$ cat src/pkg/act_pkg.sv
// Purpose: Shared constants and types for the acquisition counter timer block.
// Assumes: One 125 MHz core clock and a 32-bit classic Wishbone register port.
// Notes:   Register offsets are byte addresses, each register one aligned word.
package act_pkg;

  // ****************************************************************
  // Timing
  // ****************************************************************
  localparam int unsigned CLK_HZ = 125_000_000;
  localparam int unsigned TICK_PERIOD_US = 1;
  localparam int unsigned TICK_CYCLES = CLK_HZ / 1_000_000 * TICK_PERIOD_US;
  localparam int CNT_W = 32;

  // ****************************************************************
  // Register map
  // ****************************************************************
  localparam int ADR_W = 8;
  localparam logic [7:0] REG_CTRL = 8'h00;
  localparam logic [7:0] REG_AST_PERIOD = 8'h04;
  localparam logic [7:0] REG_SYNC_WIDTH = 8'h08;
  localparam logic [7:0] REG_RESET_WIDTH = 8'h0c;
  localparam logic [7:0] REG_DELAY = 8'h10;
  localparam logic [7:0] REG_EVT_RUNNING = 8'h14;
  localparam logic [7:0] REG_EVT_FINAL = 8'h18;
  localparam logic [7:0] REG_IRQ_STATUS = 8'h1c;
  localparam logic [7:0] REG_IRQ_MASK = 8'h20;
  localparam logic [7:0] REG_CAM_OUT = 8'h24;
  localparam logic [7:0] REG_STATUS = 8'h28;

  localparam logic [31:0] CTRL_RST = 32'h0000_0000;
  localparam logic [31:0] CTRL_MASK = 32'h0000_7fff;
  localparam logic [31:0] CAMO_RST = 32'h0000_0000;
  localparam logic [31:0] CAMO_MASK = 32'h0000_00ff;
  localparam logic [31:0] WORD_RST = 32'h0000_0000;
  localparam logic [7:0] IRQ_RST = 8'h00;
  localparam int CAMO_SEL_LSB = 4;

  // ****************************************************************
  // Field types
  // ****************************************************************
  typedef enum logic [1:0] {EVT_LINE, EVT_FRAME, EVT_USEC, EVT_NONE} act_evt_t;
  typedef enum logic [1:0] {GATE_LINE, GATE_FRAME, GATE_TRIG, GATE_ACQ} act_gate_t;

  // Control word, least significant member at bit 0.
  typedef struct packed {
    logic [16:0] rsvd;
    logic acq_active;
    logic mono_from_astable;
    logic trig_from_astable;
    act_gate_t gate;
    act_evt_t evt;
    logic delay_lines;
    logic trig_edge;
    logic [1:0] trig_src;
    logic evt_en;
    logic delay_en;
    logic mono_en;
    logic astable_en;
  } act_ctrl_t;

  // Interrupt events, one status and mask bit each.
  typedef struct packed {
    logic gate_end;
    logic delay_fire;
    logic eol;
    logic sol;
    logic eof;
    logic sof;
    logic fifo_ovf;
    logic acq_done;
  } act_irq_t;

endpackage

$ cat src/hdl/act_tick_div.sv
// Purpose: Prescaler that gives a one-cycle microsecond enable pulse.
// Assumes: DIV core clock cycles make one microsecond.
// Notes:   The pulse steps the astable, the monostables, and the delay and event counter in their microsecond modes, so these step together.
`timescale 1ns/100ps
module act_tick_div
#(
  parameter int unsigned DIV = 125
)
(
  input wire logic clk_in,
  input wire logic reset_in,
  output logic tick_out
);

  localparam int CW = (DIV > 1) ? $clog2(DIV) : 1;
  localparam logic [CW-1:0] LAST = CW'(DIV - 1);

  logic [CW-1:0] cnt_ff;
  logic [CW-1:0] nxt_cnt;
  logic tick_ff;
  logic nxt_tick;

  // Wrap the counter and flag the last cycle of each microsecond.
  always_comb
  begin
    nxt_tick = (cnt_ff == LAST);
    nxt_cnt = nxt_tick ? '0 : cnt_ff + 1'b1;
  end

  // State registers.
  always_ff @(posedge clk_in or posedge reset_in)
  begin
    if (reset_in)
    begin
      cnt_ff <= '0;
      tick_ff <= 1'b0;
    end
    else
    begin
      cnt_ff <= nxt_cnt;
      tick_ff <= nxt_tick;
    end
  end

  assign tick_out = tick_ff;

endmodule // act_tick_div

$ cat src/hdl/act_sync.sv
// Purpose: Three-stage synchroniser for pin inputs.
// Assumes: Inputs are asynchronous to the core clock.
// Notes:   The output moves only once stages two and three agree, which filters runt pulses.
`timescale 1ns/100ps
module act_sync
#(
  parameter int W = 6
)
(
  input wire logic clk_in,
  input wire logic reset_in,
  input wire logic [W-1:0] async_in,
  output logic [W-1:0] sync_out
);

  logic [W-1:0] s1_ff;
  logic [W-1:0] s2_ff;
  logic [W-1:0] s3_ff;
  logic [W-1:0] out_ff;
  logic [W-1:0] nxt_out;

  // Per bit, take the new level only when the two later stages match.
  always_comb
  begin
    for (int i = 0; i < W; i++)
    begin
      nxt_out[i] = (s2_ff[i] == s3_ff[i]) ? s3_ff[i] : out_ff[i];
    end
  end

  // Stage one feeds only stage two.
  always_ff @(posedge clk_in or posedge reset_in)
  begin
    if (reset_in)
    begin
      s1_ff <= '0;
      s2_ff <= '0;
      s3_ff <= '0;
      out_ff <= '0;
    end
    else
    begin
      s1_ff <= async_in;
      s2_ff <= s1_ff;
      s3_ff <= s2_ff;
      out_ff <= nxt_out;
    end
  end

  assign sync_out = out_ff;

endmodule // act_sync

$ cat src/hdl/act_counter_timers.sv
// Purpose: Four 32-bit counter timers of one acquisition channel behind a Wishbone slave.
// Assumes: Camera valid and trigger pins are asynchronous; acquisition done and FIFO overflow are core-clock pulses.
// Notes:
// Operation
// - The channel holds four independent 32-bit timers: astable, dual monostable, trigger delay, event counter.
// - The astable period is set in microsecond steps from one microsecond up to the full 32-bit range.
// - The astable pulse drives the line rate output and may stand in for the acquisition trigger.
// - Two monostables make the exposure sync pulse and the pixel reset pulse.
// - Both monostables fire on one selected event, each with its own width in microseconds.
// - The trigger delay counts microseconds or lines as software selects.
// - While a delayed trigger is pending, further trigger events are ignored.
// - The event counter counts line starts, frame starts or microsecond ticks.
// - The event counter counts only while the selected gate is true.
// - Software reads both the running count and the count captured at the last gate end.
// - Enabled events raise the interrupt output.
// - The trigger comes from one selected input, taken either by level or by rising edge.
// - Each camera control bit is either a static software level or a monostable pulse (sync on even bits, reset on odd bits).
//
// The implementer's own choices: the address map and the Wishbone register port.
`timescale 1ns/100ps
module act_counter_timers
  import act_pkg::*;
#(
  parameter int NUM_TRIG = 4,
  parameter int CAM_W = 4
)
(
  input wire logic CORE_CLK_IN,
  input wire logic RESET_IN,
  input wire logic WB_CYC_IN,
  input wire logic WB_STB_IN,
  input wire logic WB_WE_IN,
  input wire logic [ADR_W-1:0] WB_ADR_IN,
  input wire logic [3:0] WB_SEL_IN,
  input wire logic [31:0] WB_DAT_IN,
  output logic [31:0] WB_DAT_OUT,
  output logic WB_ACK_OUT,
  input wire logic LINE_VALID_IN,
  input wire logic FRAME_VALID_IN,
  input wire logic [NUM_TRIG-1:0] TRIG_IN,
  input wire logic ACQ_DONE_IN,
  input wire logic FIFO_OVF_IN,
  output logic [CAM_W-1:0] CAM_CTRL_OUT,
  output logic ACQ_TRIG_OUT,
  output logic LINE_RATE_OUT,
  output logic IRQ_OUT
);

  // ****************************************************************
  // Functions
  // ****************************************************************

  // Step a down-counter by one when enabled, never below zero.
  function automatic logic [CNT_W-1:0] count_down(input logic [CNT_W-1:0] cnt, input logic step);
    count_down = (step && cnt != '0) ? cnt - 1'b1 : cnt;
  endfunction

  // Merge bus write data into a register under the byte enables.
  function automatic logic [31:0] wb_merge(input logic [31:0] old, input logic [31:0] wdat, input logic [3:0] sel);
    wb_merge = old;
    for (int b = 0; b < 4; b++)
    begin
      if (sel[b])
      begin
        wb_merge[b*8 +: 8] = wdat[b*8 +: 8];
      end
    end
  endfunction

  // ****************************************************************
  // Timebase and pin synchronisers
  // ****************************************************************
  logic us_tick;
  logic [NUM_TRIG+1:0] pins_s;
  logic lval_s;
  logic fval_s;
  logic [NUM_TRIG-1:0] trig_s;

  act_tick_div #(.DIV(TICK_CYCLES)) u_tick
  (
    .clk_in(CORE_CLK_IN),
    .reset_in(RESET_IN),
    .tick_out(us_tick)
  );

  act_sync #(.W(NUM_TRIG + 2)) u_sync
  (
    .clk_in(CORE_CLK_IN),
    .reset_in(RESET_IN),
    .async_in({TRIG_IN, FRAME_VALID_IN, LINE_VALID_IN}),
    .sync_out(pins_s)
  );

  assign lval_s = pins_s[0];
  assign fval_s = pins_s[1];
  assign trig_s = pins_s[2 +: NUM_TRIG];

  // ****************************************************************
  // Register state
  // ****************************************************************
  logic [31:0] ctrl_ff, nxt_ctrl;
  logic [31:0] period_ff, nxt_period;
  logic [31:0] sync_w_ff, nxt_sync_w;
  logic [31:0] reset_w_ff, nxt_reset_w;
  logic [31:0] delay_ff, nxt_delay;
  logic [31:0] camo_ff, nxt_camo;
  act_irq_t irq_st_ff, nxt_irq_st;
  act_irq_t irq_mask_ff, nxt_irq_mask;
  logic ack_ff, nxt_ack;
  logic [31:0] dat_ff, nxt_dat;
  logic irq_ff, nxt_irq;
  act_ctrl_t ctrl;

  assign ctrl = act_ctrl_t'(ctrl_ff);

  // ****************************************************************
  // Timer state
  // ****************************************************************
  logic lval_d_ff, fval_d_ff, trig_d_ff, gate_d_ff;
  logic [CNT_W-1:0] ast_cnt_ff, nxt_ast_cnt;
  logic ast_fire_ff, nxt_ast_fire;
  logic [CNT_W-1:0] sync_cnt_ff, nxt_sync_cnt;
  logic [CNT_W-1:0] rst_cnt_ff, nxt_rst_cnt;
  logic sync_lvl_ff, nxt_sync_lvl;
  logic rst_lvl_ff, nxt_rst_lvl;
  logic [CNT_W-1:0] dly_cnt_ff, nxt_dly_cnt;
  logic dly_pend_ff, nxt_dly_pend;
  logic acq_fire_ff, nxt_acq_fire;
  logic [CNT_W-1:0] run_cnt_ff, nxt_run_cnt;
  logic [CNT_W-1:0] fin_cnt_ff, nxt_fin_cnt;
  logic [CAM_W-1:0] cam_ff, nxt_cam;

  logic trig_lvl, sol, eol, sof, eof, trig_evt, raw_trig, dly_step, mono_trig;
  logic gate_lvl, gate_rise, gate_fall, evt_step;
  logic [CNT_W-1:0] ast_last;
  act_irq_t events;

  // Edge detection and the selected trigger, from synchronised levels only.
  always_comb
  begin
    trig_lvl = trig_s[ctrl.trig_src];
    sol = lval_s & ~lval_d_ff;
    eol = ~lval_s & lval_d_ff;
    sof = fval_s & ~fval_d_ff;
    eof = ~fval_s & fval_d_ff;
    trig_evt = ctrl.trig_edge ? (trig_lvl & ~trig_d_ff) : trig_lvl;
    raw_trig = ctrl.trig_from_astable ? ast_fire_ff : trig_evt;
    dly_step = ctrl.delay_lines ? sol : us_tick;
    mono_trig = ctrl.mono_from_astable ? ast_fire_ff : acq_fire_ff;
    unique case (ctrl.gate)
      GATE_LINE: gate_lvl = lval_s;
      GATE_FRAME: gate_lvl = fval_s;
      GATE_TRIG: gate_lvl = trig_lvl;
      GATE_ACQ: gate_lvl = ctrl.acq_active;
    endcase
    gate_rise = gate_lvl & ~gate_d_ff;
    gate_fall = ~gate_lvl & gate_d_ff;
    unique case (ctrl.evt)
      EVT_LINE: evt_step = sol;
      EVT_FRAME: evt_step = sof;
      EVT_USEC: evt_step = us_tick;
      EVT_NONE: evt_step = 1'b0;
    endcase
  end

  // Next values of all four timers; each is its own counter and none shares a register.
  always_comb
  begin
    // Astable: a zero period behaves as one microsecond so the output never stalls.
    ast_last = (period_ff == '0) ? '0 : period_ff - 1'b1;
    nxt_ast_cnt = ast_cnt_ff;
    nxt_ast_fire = 1'b0;
    if (!ctrl.astable_en)
    begin
      nxt_ast_cnt = '0;
    end
    else if (us_tick)
    begin
      if (ast_cnt_ff >= ast_last)
      begin
        nxt_ast_cnt = '0;
        nxt_ast_fire = 1'b1;
      end
      else
      begin
        nxt_ast_cnt = ast_cnt_ff + 1'b1;
      end
    end

    // Monostables: a trigger that lands during a pulse does not stretch it.
    nxt_sync_cnt = count_down(sync_cnt_ff, us_tick);
    nxt_rst_cnt = count_down(rst_cnt_ff, us_tick);
    if (!ctrl.mono_en)
    begin
      nxt_sync_cnt = '0;
      nxt_rst_cnt = '0;
    end
    else if (mono_trig)
    begin
      if (sync_cnt_ff == '0)
      begin
        nxt_sync_cnt = sync_w_ff;
      end
      if (rst_cnt_ff == '0)
      begin
        nxt_rst_cnt = reset_w_ff;
      end
    end
    nxt_sync_lvl = (nxt_sync_cnt != '0);
    nxt_rst_lvl = (nxt_rst_cnt != '0);

    // Trigger delay: triggers are dropped while one is pending.
    nxt_dly_cnt = dly_cnt_ff;
    nxt_dly_pend = dly_pend_ff;
    nxt_acq_fire = 1'b0;
    if (!ctrl.delay_en)
    begin
      nxt_dly_pend = 1'b0;
      nxt_dly_cnt = '0;
      nxt_acq_fire = raw_trig;
    end
    else if (dly_pend_ff)
    begin
      if (dly_step)
      begin
        nxt_dly_cnt = count_down(dly_cnt_ff, 1'b1);
        if (dly_cnt_ff <= 32'h0000_0001)
        begin
          nxt_dly_pend = 1'b0;
          nxt_acq_fire = 1'b1;
        end
      end
    end
    else if (raw_trig)
    begin
      if (delay_ff == '0)
      begin
        nxt_acq_fire = 1'b1;
      end
      else
      begin
        nxt_dly_pend = 1'b1;
        nxt_dly_cnt = delay_ff;
      end
    end

    // Event counter: clear at gate start, capture at gate end.
    nxt_run_cnt = run_cnt_ff;
    nxt_fin_cnt = fin_cnt_ff;
    if (!ctrl.evt_en)
    begin
      nxt_run_cnt = '0;
    end
    else
    begin
      if (gate_rise)
      begin
        nxt_run_cnt = '0;
      end
      else if (gate_lvl && evt_step)
      begin
        nxt_run_cnt = run_cnt_ff + 1'b1;
      end
      if (gate_fall)
      begin
        nxt_fin_cnt = run_cnt_ff;
      end
    end

    // Camera control bits: even bits carry the sync pulse, odd bits the reset pulse.
    for (int i = 0; i < CAM_W; i++)
    begin
      if (camo_ff[CAMO_SEL_LSB + i])
      begin
        nxt_cam[i] = i[0] ? nxt_rst_lvl : nxt_sync_lvl;
      end
      else
      begin
        nxt_cam[i] = camo_ff[i];
      end
    end

    events.acq_done = ACQ_DONE_IN;
    events.fifo_ovf = FIFO_OVF_IN;
    events.sof = sof;
    events.eof = eof;
    events.sol = sol;
    events.eol = eol;
    events.delay_fire = nxt_acq_fire;
    events.gate_end = gate_fall & ctrl.evt_en;
  end

  // Timer registers.
  always_ff @(posedge CORE_CLK_IN or posedge RESET_IN)
  begin
    if (RESET_IN)
    begin
      lval_d_ff <= 1'b0;
      fval_d_ff <= 1'b0;
      trig_d_ff <= 1'b0;
      gate_d_ff <= 1'b0;
      ast_cnt_ff <= '0;
      ast_fire_ff <= 1'b0;
      sync_cnt_ff <= '0;
      rst_cnt_ff <= '0;
      sync_lvl_ff <= 1'b0;
      rst_lvl_ff <= 1'b0;
      dly_cnt_ff <= '0;
      dly_pend_ff <= 1'b0;
      acq_fire_ff <= 1'b0;
      run_cnt_ff <= '0;
      fin_cnt_ff <= '0;
      cam_ff <= '0;
    end
    else
    begin
      lval_d_ff <= lval_s;
      fval_d_ff <= fval_s;
      trig_d_ff <= trig_lvl;
      gate_d_ff <= gate_lvl;
      ast_cnt_ff <= nxt_ast_cnt;
      ast_fire_ff <= nxt_ast_fire;
      sync_cnt_ff <= nxt_sync_cnt;
      rst_cnt_ff <= nxt_rst_cnt;
      sync_lvl_ff <= nxt_sync_lvl;
      rst_lvl_ff <= nxt_rst_lvl;
      dly_cnt_ff <= nxt_dly_cnt;
      dly_pend_ff <= nxt_dly_pend;
      acq_fire_ff <= nxt_acq_fire;
      run_cnt_ff <= nxt_run_cnt;
      fin_cnt_ff <= nxt_fin_cnt;
      cam_ff <= nxt_cam;
    end
  end

  // ****************************************************************
  // Wishbone slave and interrupts
  // ****************************************************************
  logic req, wr_now;
  logic [ADR_W-1:0] adr_w;

  // Ack comes one cycle after the request; writes land on the edge the master sees ack.
  always_comb
  begin
    req = WB_CYC_IN & WB_STB_IN;
    adr_w = {WB_ADR_IN[ADR_W-1:2], 2'b00};
    wr_now = req & WB_WE_IN & ack_ff;
    nxt_ack = req & ~ack_ff;
    nxt_ctrl = ctrl_ff;
    nxt_period = period_ff;
    nxt_sync_w = sync_w_ff;
    nxt_reset_w = reset_w_ff;
    nxt_delay = delay_ff;
    nxt_camo = camo_ff;
    nxt_irq_mask = irq_mask_ff;
    nxt_irq_st = irq_st_ff;
    if (wr_now)
    begin
      unique case (adr_w)
        REG_CTRL: nxt_ctrl = wb_merge(ctrl_ff, WB_DAT_IN, WB_SEL_IN) & CTRL_MASK;
        REG_AST_PERIOD: nxt_period = wb_merge(period_ff, WB_DAT_IN, WB_SEL_IN);
        REG_SYNC_WIDTH: nxt_sync_w = wb_merge(sync_w_ff, WB_DAT_IN, WB_SEL_IN);
        REG_RESET_WIDTH: nxt_reset_w = wb_merge(reset_w_ff, WB_DAT_IN, WB_SEL_IN);
        REG_DELAY: nxt_delay = wb_merge(delay_ff, WB_DAT_IN, WB_SEL_IN);
        REG_CAM_OUT: nxt_camo = wb_merge(camo_ff, WB_DAT_IN, WB_SEL_IN) & CAMO_MASK;
        REG_IRQ_MASK: nxt_irq_mask = (WB_SEL_IN[0]) ? act_irq_t'(WB_DAT_IN[7:0]) : irq_mask_ff;
        REG_IRQ_STATUS: nxt_irq_st = (WB_SEL_IN[0]) ? (irq_st_ff & ~act_irq_t'(WB_DAT_IN[7:0])) : irq_st_ff;
        default: nxt_ctrl = ctrl_ff; // Unmapped writes are acknowledged and dropped.
      endcase
    end
    // A new event beats a clear written in the same cycle.
    nxt_irq_st = nxt_irq_st | events;
    nxt_irq = |(nxt_irq_st & nxt_irq_mask);
    nxt_dat = dat_ff;
    if (req && !ack_ff && !WB_WE_IN)
    begin
      unique case (adr_w)
        REG_CTRL: nxt_dat = ctrl_ff;
        REG_AST_PERIOD: nxt_dat = period_ff;
        REG_SYNC_WIDTH: nxt_dat = sync_w_ff;
        REG_RESET_WIDTH: nxt_dat = reset_w_ff;
        REG_DELAY: nxt_dat = delay_ff;
        REG_EVT_RUNNING: nxt_dat = run_cnt_ff;
        REG_EVT_FINAL: nxt_dat = fin_cnt_ff;
        REG_IRQ_STATUS: nxt_dat = {24'h00_0000, irq_st_ff};
        REG_IRQ_MASK: nxt_dat = {24'h00_0000, irq_mask_ff};
        REG_CAM_OUT: nxt_dat = camo_ff;
        REG_STATUS: nxt_dat = {28'h000_0000, gate_d_ff, dly_pend_ff, rst_lvl_ff, sync_lvl_ff};
        default: nxt_dat = 32'h0000_0000;
      endcase
    end
  end

  // Bus and interrupt registers.
  always_ff @(posedge CORE_CLK_IN or posedge RESET_IN)
  begin
    if (RESET_IN)
    begin
      ctrl_ff <= CTRL_RST;
      period_ff <= WORD_RST;
      sync_w_ff <= WORD_RST;
      reset_w_ff <= WORD_RST;
      delay_ff <= WORD_RST;
      camo_ff <= CAMO_RST;
      irq_st_ff <= IRQ_RST;
      irq_mask_ff <= IRQ_RST;
      ack_ff <= 1'b0;
      dat_ff <= WORD_RST;
      irq_ff <= 1'b0;
    end
    else
    begin
      ctrl_ff <= nxt_ctrl;
      period_ff <= nxt_period;
      sync_w_ff <= nxt_sync_w;
      reset_w_ff <= nxt_reset_w;
      delay_ff <= nxt_delay;
      camo_ff <= nxt_camo;
      irq_st_ff <= nxt_irq_st;
      irq_mask_ff <= nxt_irq_mask;
      ack_ff <= nxt_ack;
      dat_ff <= nxt_dat;
      irq_ff <= nxt_irq;
    end
  end

  assign WB_ACK_OUT = ack_ff;
  assign WB_DAT_OUT = dat_ff;
  assign IRQ_OUT = irq_ff;
  assign CAM_CTRL_OUT = cam_ff;
  assign ACQ_TRIG_OUT = acq_fire_ff;
  assign LINE_RATE_OUT = ast_fire_ff;

endmodule // act_counter_timers

$ cat config.mk
export PLATFORM = sky130hd
export DESIGN_NAME = act_counter_timers
export DESIGN_NICKNAME = d
export VERILOG_FILES = /design/src/pkg/act_pkg.sv /design/src/hdl/act_tick_div.sv /design/src/hdl/act_sync.sv /design/src/hdl/act_counter_timers.sv
export SDC_FILE = /design/constraint.sdc
export NUM_CORES = 1
export LEC_CHECK = 0
export ABC_AREA = 1
export BUFFER_PORTS_ARGS = -buffer_cell sky130_fd_sc_hd__buf_2
export CORE_ASPECT_RATIO = 0.9
export CORE_MARGIN = 5
export CORE_UTILIZATION = 60
export CTS_CLUSTER_SIZE = 16
export DETAILED_ROUTE_END_ITERATION = 10
export GPL_ROUTABILITY_DRIVEN = 0
export PLACE_DENSITY = 0.86
export SETUP_SLACK_MARGIN = 0.4
export SLEW_MARGIN = 20
export SYNTH_ARGS = -nofsm -noshare
export SYNTH_HDL_FRONTEND = slang
export SYNTH_HIERARCHICAL = 1
export SYNTH_SLANG_ARGS = --single-unit
$ cat constraint.sdc
create_clock -name CORE_CLK_IN -period 29.7 [get_ports CORE_CLK_IN]
set_input_delay 1.485 -clock CORE_CLK_IN [delete_from_list [all_inputs] [get_ports CORE_CLK_IN]]
set_output_delay 1.485 -clock CORE_CLK_IN [all_outputs]
set_load 0.02 [all_outputs]
# Word level (Yosys, flattened, before mapping)
# Index checks and enable logic that the tools add are counted.
# Widths: inputs -> output; s select.
dict set report classes {
  n_eq_ne 29
  add_sub_neg 7
  magnitude_cmp 3
  reduce_logical 41
  n_bitwise 24
  mux 56
}
# operator count
set ops {}
lappend ops {{$mux 32} 21}
lappend ops {{$pmux 32 s11} 1}
lappend ops {{$reduce_bool 32->1} 5}
lappend ops {{$logic_not 32->1} 4}
lappend ops {{$sub 32x1->32 const B} 4}
lappend ops {{$add 32x1->32 const B} 2}
lappend ops {{$reduce_and 3->1} 19}
lappend ops {{$mux 8} 6}
lappend ops {{$ge 32x32->1} 1}
lappend ops {{$le 32x1->1 const B} 1}
lappend ops {{$eq 6x3->1 const B} 4}
lappend ops {{$mux 1} 24}
lappend ops {{$eq 6x4->1 const B} 3}
lappend ops {{$and 8x8->8} 2}
lappend ops {{$and 1x1->1} 12}
lappend ops {{$eq 6x2->1 const B} 2}
lappend ops {{$eq 2x2->1 const B} 4}
lappend ops {{$not 1->1} 8}
lappend ops {{$not 8->8} 1}
lappend ops {{$or 8x8->8} 1}
lappend ops {{$pmux 1 s4} 2}
lappend ops {{$reduce_or 8->1} 1}
lappend ops {{$add 7x1->7 const B} 1}
lappend ops {{$eq 7x7->1 const B} 1}
lappend ops {{16 further kinds} 30}
dict set report word_totals {
  out_inout_bits 40
  wordCells 225
  ff_bits 438
}

# Depth between registers and ports, before layout
dict set report depth {
  depth_word 11
  mapped_depth 23
  depth_no_buf 22
}

# Modules after synthesis
# Netlist, hierarchy kept.
# module area_per_inst_um2 seq_area_each_um2 cells_per_inst n_inst
set by_module_without_submodules {}
lappend by_module_without_submodules {act_counter_timers 24253.3 10159.7 3458 1}
lappend by_module_without_submodules {act_sync 701.9 600.6 49 1}
lappend by_module_without_submodules {act_tick_div 382.9 200.2 43 1}

# Worst setup path after synthesis
# OpenSTA, ideal clock, no wires.
dict set report synth_timing {
  kind {flip-flop to flip-flop}
  start {reg period_ff[2]}
  end {reg ast_cnt_ff[0]}
  arrival_time_ns 3.412
  stages_incl_launch_ff 23
  path_slack_ns 26.158
  setup_time_ns 0.130
  required_time_ns 29.570
  path_cell_list {dfrtp_1 nor2_1 nand2_1 nor3_2 nand2_1 nor2_1 nand3_1 nor2_1 nand3_1 nor2_2 nand4_1 xor2_1 nand2_1 ha_1 nand2_1 inv_1 nand3_1 nor3_1 nor4b_1 nand4_1 nand3_1 clkbuf_1 o21ai_0}
}
dict set report synth_between {
  elab_chain_len 6
  word_cells_on_any_way 7
}
# item line_no
set synth_lines {}
lappend synth_lines {{start, declared} act_counter_timers.sv:102} ;# logic [31:0] period_ff, nxt_period;
lappend synth_lines {{start signal, assigned} act_counter_timers.sv:414} ;# period_ff <= nxt_period;
lappend synth_lines {{$sub 32x1->32 / $logic_not 32->1 (equally long branches)} act_counter_timers.sv:170} ;# ast_last = (period_ff == '0) ? '0 : period_ff - 1'b1;
lappend synth_lines {{$mux 32 (*)} act_counter_timers.sv:170}
lappend synth_lines {{$ge 32x32->1 (*)} act_counter_timers.sv:179} ;# if (ast_cnt_ff >= ast_last)
lappend synth_lines {{$mux 32 (*)} act_counter_timers.sv:179}
lappend synth_lines {{$mux 32 (*)} act_counter_timers.sv:177} ;# else if (us_tick)
lappend synth_lines {{$mux 32 (*)} act_counter_timers.sv:173} ;# if (!ctrl.astable_en)
lappend synth_lines {{end signal, assigned} act_counter_timers.sv:321} ;# ast_cnt_ff <= nxt_ast_cnt;
lappend synth_lines {{end, declared} act_counter_timers.sv:120} ;# logic [CNT_W-1:0] ast_cnt_ff, nxt_ast_cnt;
# Mark *: on every way between the ends. The rest lies on a longest branch, timed or not. The select of a mux whose other input is x is not followed.
# A chain may end at the register's enable or synchronous reset.

# Worst setup path after layout
dict set report layout_timing {
  start {reg period_ff[3]}
  end {reg ast_cnt_ff[3]}
}
# Same word-level chain as after synthesis.

==> PnR_summary.wiki <==
{| class="wikitable"
! Metric !! Value
|-
| Run status || finished clean
|-
| Final critical-path setup slack || 24.78 ns
|-
| Final Hold Violating Endpoints || 0
|-
| Family of cells with the greatest summed delay on the critical path || simple AND/OR/NAND/NOR gates
|-
| Synth warn || 6
|-
| I/O pin cnt || 97
|-
| TritonCTS clock tree || done
|-
| Hold endpoint || u_sync/s2_ff[3]
|-
| Die Height || 205 um
|-
| Final worst hold slack || 0.347 ns
|-
| Total net switching power || 0.328 mW
|-
| Final Power || 1.28 mW
|-
| Wire length of the first global-routing pass || 123 mm
|-
| Vias in the first global route || 22700
|-
| Post-layout minimum cycle time || 4.92 ns
|-
| Launch instance of the worst register-to-register path || period_ff[3]
|-
| Relative contribution of the clock network to total power || 44.9%
|-
| Detailed Routing Iterations Pass 1 || 8
|-
| Detailed-routing wirelength on met1 || 30.9 mm
|-
| Most used flip-flop cell after synthesis || sky130_fd_sc_hd__dfrtp_1
|-
| Maximum operating frequency || 0.203 GHz
|-
| Root Driver || sky130_fd_sc_hd__clkbuf_16
|-
| Number of nets in the final layout || 3705
|-
| Number of post-CTS setup repair buffers || 0
|-
| Max stage delay cell, worst path || sky130_fd_sc_hd__nand3_2
|-
| Clock latency at the later pin of the worst-skew pair || 0.59 ns
|-
| Switching part of the total || 25.6%
|-
| Pin count of the biggest net entering global routing || 134
|-
| Worst slew margin relative to its limit || 27.2%
|-
| Mean cell area of the mapped netlist || 7.14 um^2
|-
| Maximum count of clock buffers along a single path || 3
|-
| Overall Global Routing Usage || 33.4%
|-
| Post-synthesis to final-layout area growth || 9.29%
|-
| DRC violation count after routing || 0
|-
| Number of standard cells after synthesis || 3550
|-
| End of the worst register-to-register path || ast_cnt_ff[3]
|-
| Met3 wire length || 9.34 mm
|-
| Worst reg2reg setup slack || 24.78 ns
|-
| Share of total power in combinational logic || 7.7%
|-
| PwrDens || 46.3 mW/mm^2
|-
| Post_cts resized || 0
|-
| Placement Rows || 71
|-
| Syn nets || 3651
|-
| Count of buffer and inverter cells on the critical path || 2
|-
| Overflow left after global routing || 0
|-
| Antenna Violating Nets Remaining || 0
|-
| Data arrival time of the critical path || 5.35 ns
|-
| Cts hold-fix bufs || 0
|-
| Share of final-layout standard cells stronger than drive strength 1 || 7.64%
|-
| Sequential share of the synthesized area || 43.3%
|-
| Element type at the critical path end || flip-flop
|-
| Final cell area excluding filler cells || 0.0277 mm^2
|-
| Lkg Pwr || 14.8 nW
|-
| Max-slew violations || 0
|-
| Detailed placer's ending HPWL || 56.9 mm
|-
| Critical-path maximum fanout || 33
|-
| VDD IR max || 0.0553 mV
|-
| Length of routed met2 wiring || 33.9 mm
|-
| Total Wirelength || 78.6 mm
|-
| Register-to-Register Path Depth || 19
|-
| Cell-internal power || 0.954 mW
|-
| Wirelength per Cell || 18.8 um
|-
| Total via count after detailed routing || 25100
|-
| Depth of the worst hold-timing path || 0
|-
| CTS H-tree lvls || 2
|-
| Total clock buffers created by CTS || 46
|-
| Launch instance of the worst min-delay path || u_sync/s1_ff[3]
|-
| Cell Area, Synth || 0.0253 mm^2
|-
| Worst Setup Path Type || reg -> reg
|-
| Count of distinct cell types in the synthesized netlist || 54
|-
| Final total negative setup slack || 0 ns
|-
| Crit path required time || 30.13 ns
|-
| Pre-CTS WS || 24.56 ns
|-
| Max Cap Viol || 0
|-
| Worst-path clk slew || 0.07 ns
|-
| Share of synthesized registers carrying an async set or reset || 100%
|-
| Starting Density || 60.7%
|-
| Filler Cell Count || 3516
|-
| Worst clock skew on the final layout || 0.0363 ns
|-
| RSZ-0062 raised after global routing || no
|-
| Initial antenna violation count || 3
|-
| Port-buffer cells || 94
|-
| Flip-flop and latch count after synthesis || 438
|-
| Period utilization || 16.6%
|-
| Uppermost routed layer || met5
|-
| Flop pwr share || 47.4%
|-
| Number of enable flip-flop cells after synthesis || 0
|-
| Slew at the pin closest to its max-slew limit || 1.09 ns
|-
| Drt first-iter violations || 3640
|-
| Critical path startpoint category || flip-flop
|-
| Type of the worst min-delay path || reg -> reg
|-
| Routed vias/inst || 6.00
|-
| Die Outline Area || 0.0464 mm^2
|-
| Core area || 0.0418 mm^2
|-
| Instance area after placement || 0.0262 mm^2
|-
| Worst stage delay on the critical path || 0.50 ns
|-
| Chip width || 227 um
|-
| Final number of setup-violating endpoints || 0
|-
| Cell-by-cell trace of the critical path || nor2_1 > nand2_1 > nor2_1 > nand2_1 > nor3_1 > inv_1 > nor2_1 > nand3_1 > nor3_1 > or3_1 > ha_1 > nand2_1 > inv_1 > nand3_1 > nor3_1 > nor4b_1 > nand4_1 > nand3_2 > o21ai_0
|-
| Sink Count || 438
|}
power groups by stage:
stage          logic [mW]  clock network (mW)  registers, mW
2_1_floorplan      0.0660                   0          0.616
3_3_place_gp       0.0944                   0          0.617
3_5_place_dp       0.0966                   0          0.618
4_1_cts            0.0972               0.577          0.607
5_1_grt             0.110               0.603          0.607
6_report           0.0989               0.576          0.607
logic make-up after synthesis:
| logic type | share of synthesized area [%] |
|---|---|
| buffers and inverters | 8.85 |
| AO/OA/AOI/OAI | 14.6 |
| flip-flops | 43.3 |
| AND/OR/NAND/NOR | 29.3 |
| XOR/XNOR | 1.83 |
| adder cells (fa/ha/maj) | 2.17 |
metal layers:
metal	global-route usage, %	vias up
li1	-	11600
met1	46.5	11700
met2	50.1	1593
met3	7.67	266
met4	15.3	4
met5	0	-
how the worst max path moves through the flow:
| stage | startpoint | to | slack, ns | cells past startpoint |
|---|---|---|---|---|
| floorplan | RESET_IN | ACQ_TRIG_OUT | 16.92 | 1 |
| global placement | period_ff[0] | ast_cnt_ff[30] | 24.66 | 21 |
| detailed placement | period_ff[0] | ast_cnt_ff[3] | 24.56 | 21 |
| CTS | period_ff[0] | ast_cnt_ff[3] | 24.51 | 21 |
| global route | period_ff[0] | ast_cnt_ff[3] | 24.32 | 21 |
| finish | period_ff[3] | ast_cnt_ff[3] | 24.78 | 19 |
through the flow:
step / std cells / util, %
floorplan: 3550 / -
global placement: 4102 / 62.7
detailed placement: 4102 / 62.7
CTS: 4186 / 66.3
global route: 4187 / 66.3
finish: 4189 / 66.3
registers in the layout, summed over array words and instances (netlist names), 32 cells and up:
signal,count
WB_DAT_OUT,32
ast_cnt_ff,32
delay_ff,32
dly_cnt_ff,32
fin_cnt_ff,32
period_ff,32
reset_w_ff,32
rst_cnt_ff,32
run_cnt_ff,32
sync_cnt_ff,32
sync_w_ff,32
cell usage after synthesis, types with 3 or more instances:
| library cell | number | share of area (%) |
|---|---|---|
| sky130_fd_sc_hd__a31oi_1 | 3 | 0.074 |
| sky130_fd_sc_hd__inv_1 | 448 | 6.6 |
| sky130_fd_sc_hd__nand3_1 | 163 | 3.2 |
| sky130_fd_sc_hd__o31ai_1 | 3 | 0.089 |
| sky130_fd_sc_hd__nor2_1 | 344 | 5.1 |
| sky130_fd_sc_hd__a21oi_1 | 96 | 1.9 |
| sky130_fd_sc_hd__nor3_1 | 46 | 0.91 |
| sky130_fd_sc_hd__nand4_1 | 64 | 1.6 |
| sky130_fd_sc_hd__o21ai_1 | 54 | 1.1 |
| sky130_fd_sc_hd__nor4_1 | 16 | 0.40 |
| sky130_fd_sc_hd__a221oi_1 | 27 | 0.93 |
| sky130_fd_sc_hd__nand2_1 | 1062 | 16 |
| sky130_fd_sc_hd__a2111oi_0 | 5 | 0.17 |
| sky130_fd_sc_hd__ha_1 | 44 | 2.2 |
| sky130_fd_sc_hd__xnor2_1 | 3 | 0.10 |
| sky130_fd_sc_hd__buf_6 | 10 | 0.44 |
| sky130_fd_sc_hd__buf_2 | 18 | 0.36 |
| sky130_fd_sc_hd__nor2_4 | 8 | 0.36 |
| sky130_fd_sc_hd__or2_2 | 12 | 0.30 |
| sky130_fd_sc_hd__o21ai_0 | 399 | 7.9 |
| sky130_fd_sc_hd__o21a_1 | 6 | 0.18 |
| sky130_fd_sc_hd__nor3b_1 | 3 | 0.089 |
| sky130_fd_sc_hd__dfrtp_1 | 438 | 43 |
| sky130_fd_sc_hd__nand2_2 | 14 | 0.35 |
| sky130_fd_sc_hd__buf_1 | 3 | 0.044 |
| sky130_fd_sc_hd__nand3b_1 | 7 | 0.21 |
| sky130_fd_sc_hd__inv_2 | 5 | 0.074 |
| sky130_fd_sc_hd__a22oi_1 | 19 | 0.56 |
| sky130_fd_sc_hd__o22ai_1 | 15 | 0.37 |
| sky130_fd_sc_hd__o2111ai_1 | 14 | 0.48 |
| sky130_fd_sc_hd__clkbuf_1 | 82 | 1.2 |
| sky130_fd_sc_hd__nor2_2 | 27 | 0.67 |
| sky130_fd_sc_hd__o211ai_1 | 12 | 0.36 |
| sky130_fd_sc_hd__o221ai_1 | 3 | 0.10 |
| sky130_fd_sc_hd__xor2_1 | 50 | 1.7 |
layout by cell type, fill, tap and decap left out, types with 27 or more instances in the layout:
master | Yosys | final
sky130_fd_sc_hd__nand2_1 | 1062 | 1061
sky130_fd_sc_hd__inv_1 | 448 | 447
sky130_fd_sc_hd__dfrtp_1 | 438 | 437
sky130_fd_sc_hd__o21ai_0 | 399 | 399
sky130_fd_sc_hd__nor2_1 | 344 | 339
sky130_fd_sc_hd__nand3_1 | 163 | 161
sky130_fd_sc_hd__a21oi_1 | 96 | 96
sky130_fd_sc_hd__buf_2 | 18 | 94
sky130_fd_sc_hd__nand4_1 | 64 | 64
sky130_fd_sc_hd__o21ai_1 | 54 | 54
sky130_fd_sc_hd__xor2_1 | 50 | 50
sky130_fd_sc_hd__nor3_1 | 46 | 46
sky130_fd_sc_hd__clkbuf_16 | 0 | 46
sky130_fd_sc_hd__ha_1 | 44 | 44
sky130_fd_sc_hd__nor2_2 | 27 | 32
sky130_fd_sc_hd__a221oi_1 | 27 | 27
final cells by class:
class / instances / area (um^2) / area share (%)
Tap cell: 547 / 684 / 2.47
Sequential cell: 438 / 11000 / 39.6
Inverter: 456 / 1720 / 6.21
Clock buffer: 65 / 1300 / 4.70
Multi-Input combinational cell: 2542 / 12200 / 43.9
Timing Repair Buffer: 120 / 669 / 2.42
Clock inverter: 19 / 181 / 0.655
Antenna cell: 2 / 5.00 / 0.0181
No activity file was read; power rests on OpenSTA's default activity.
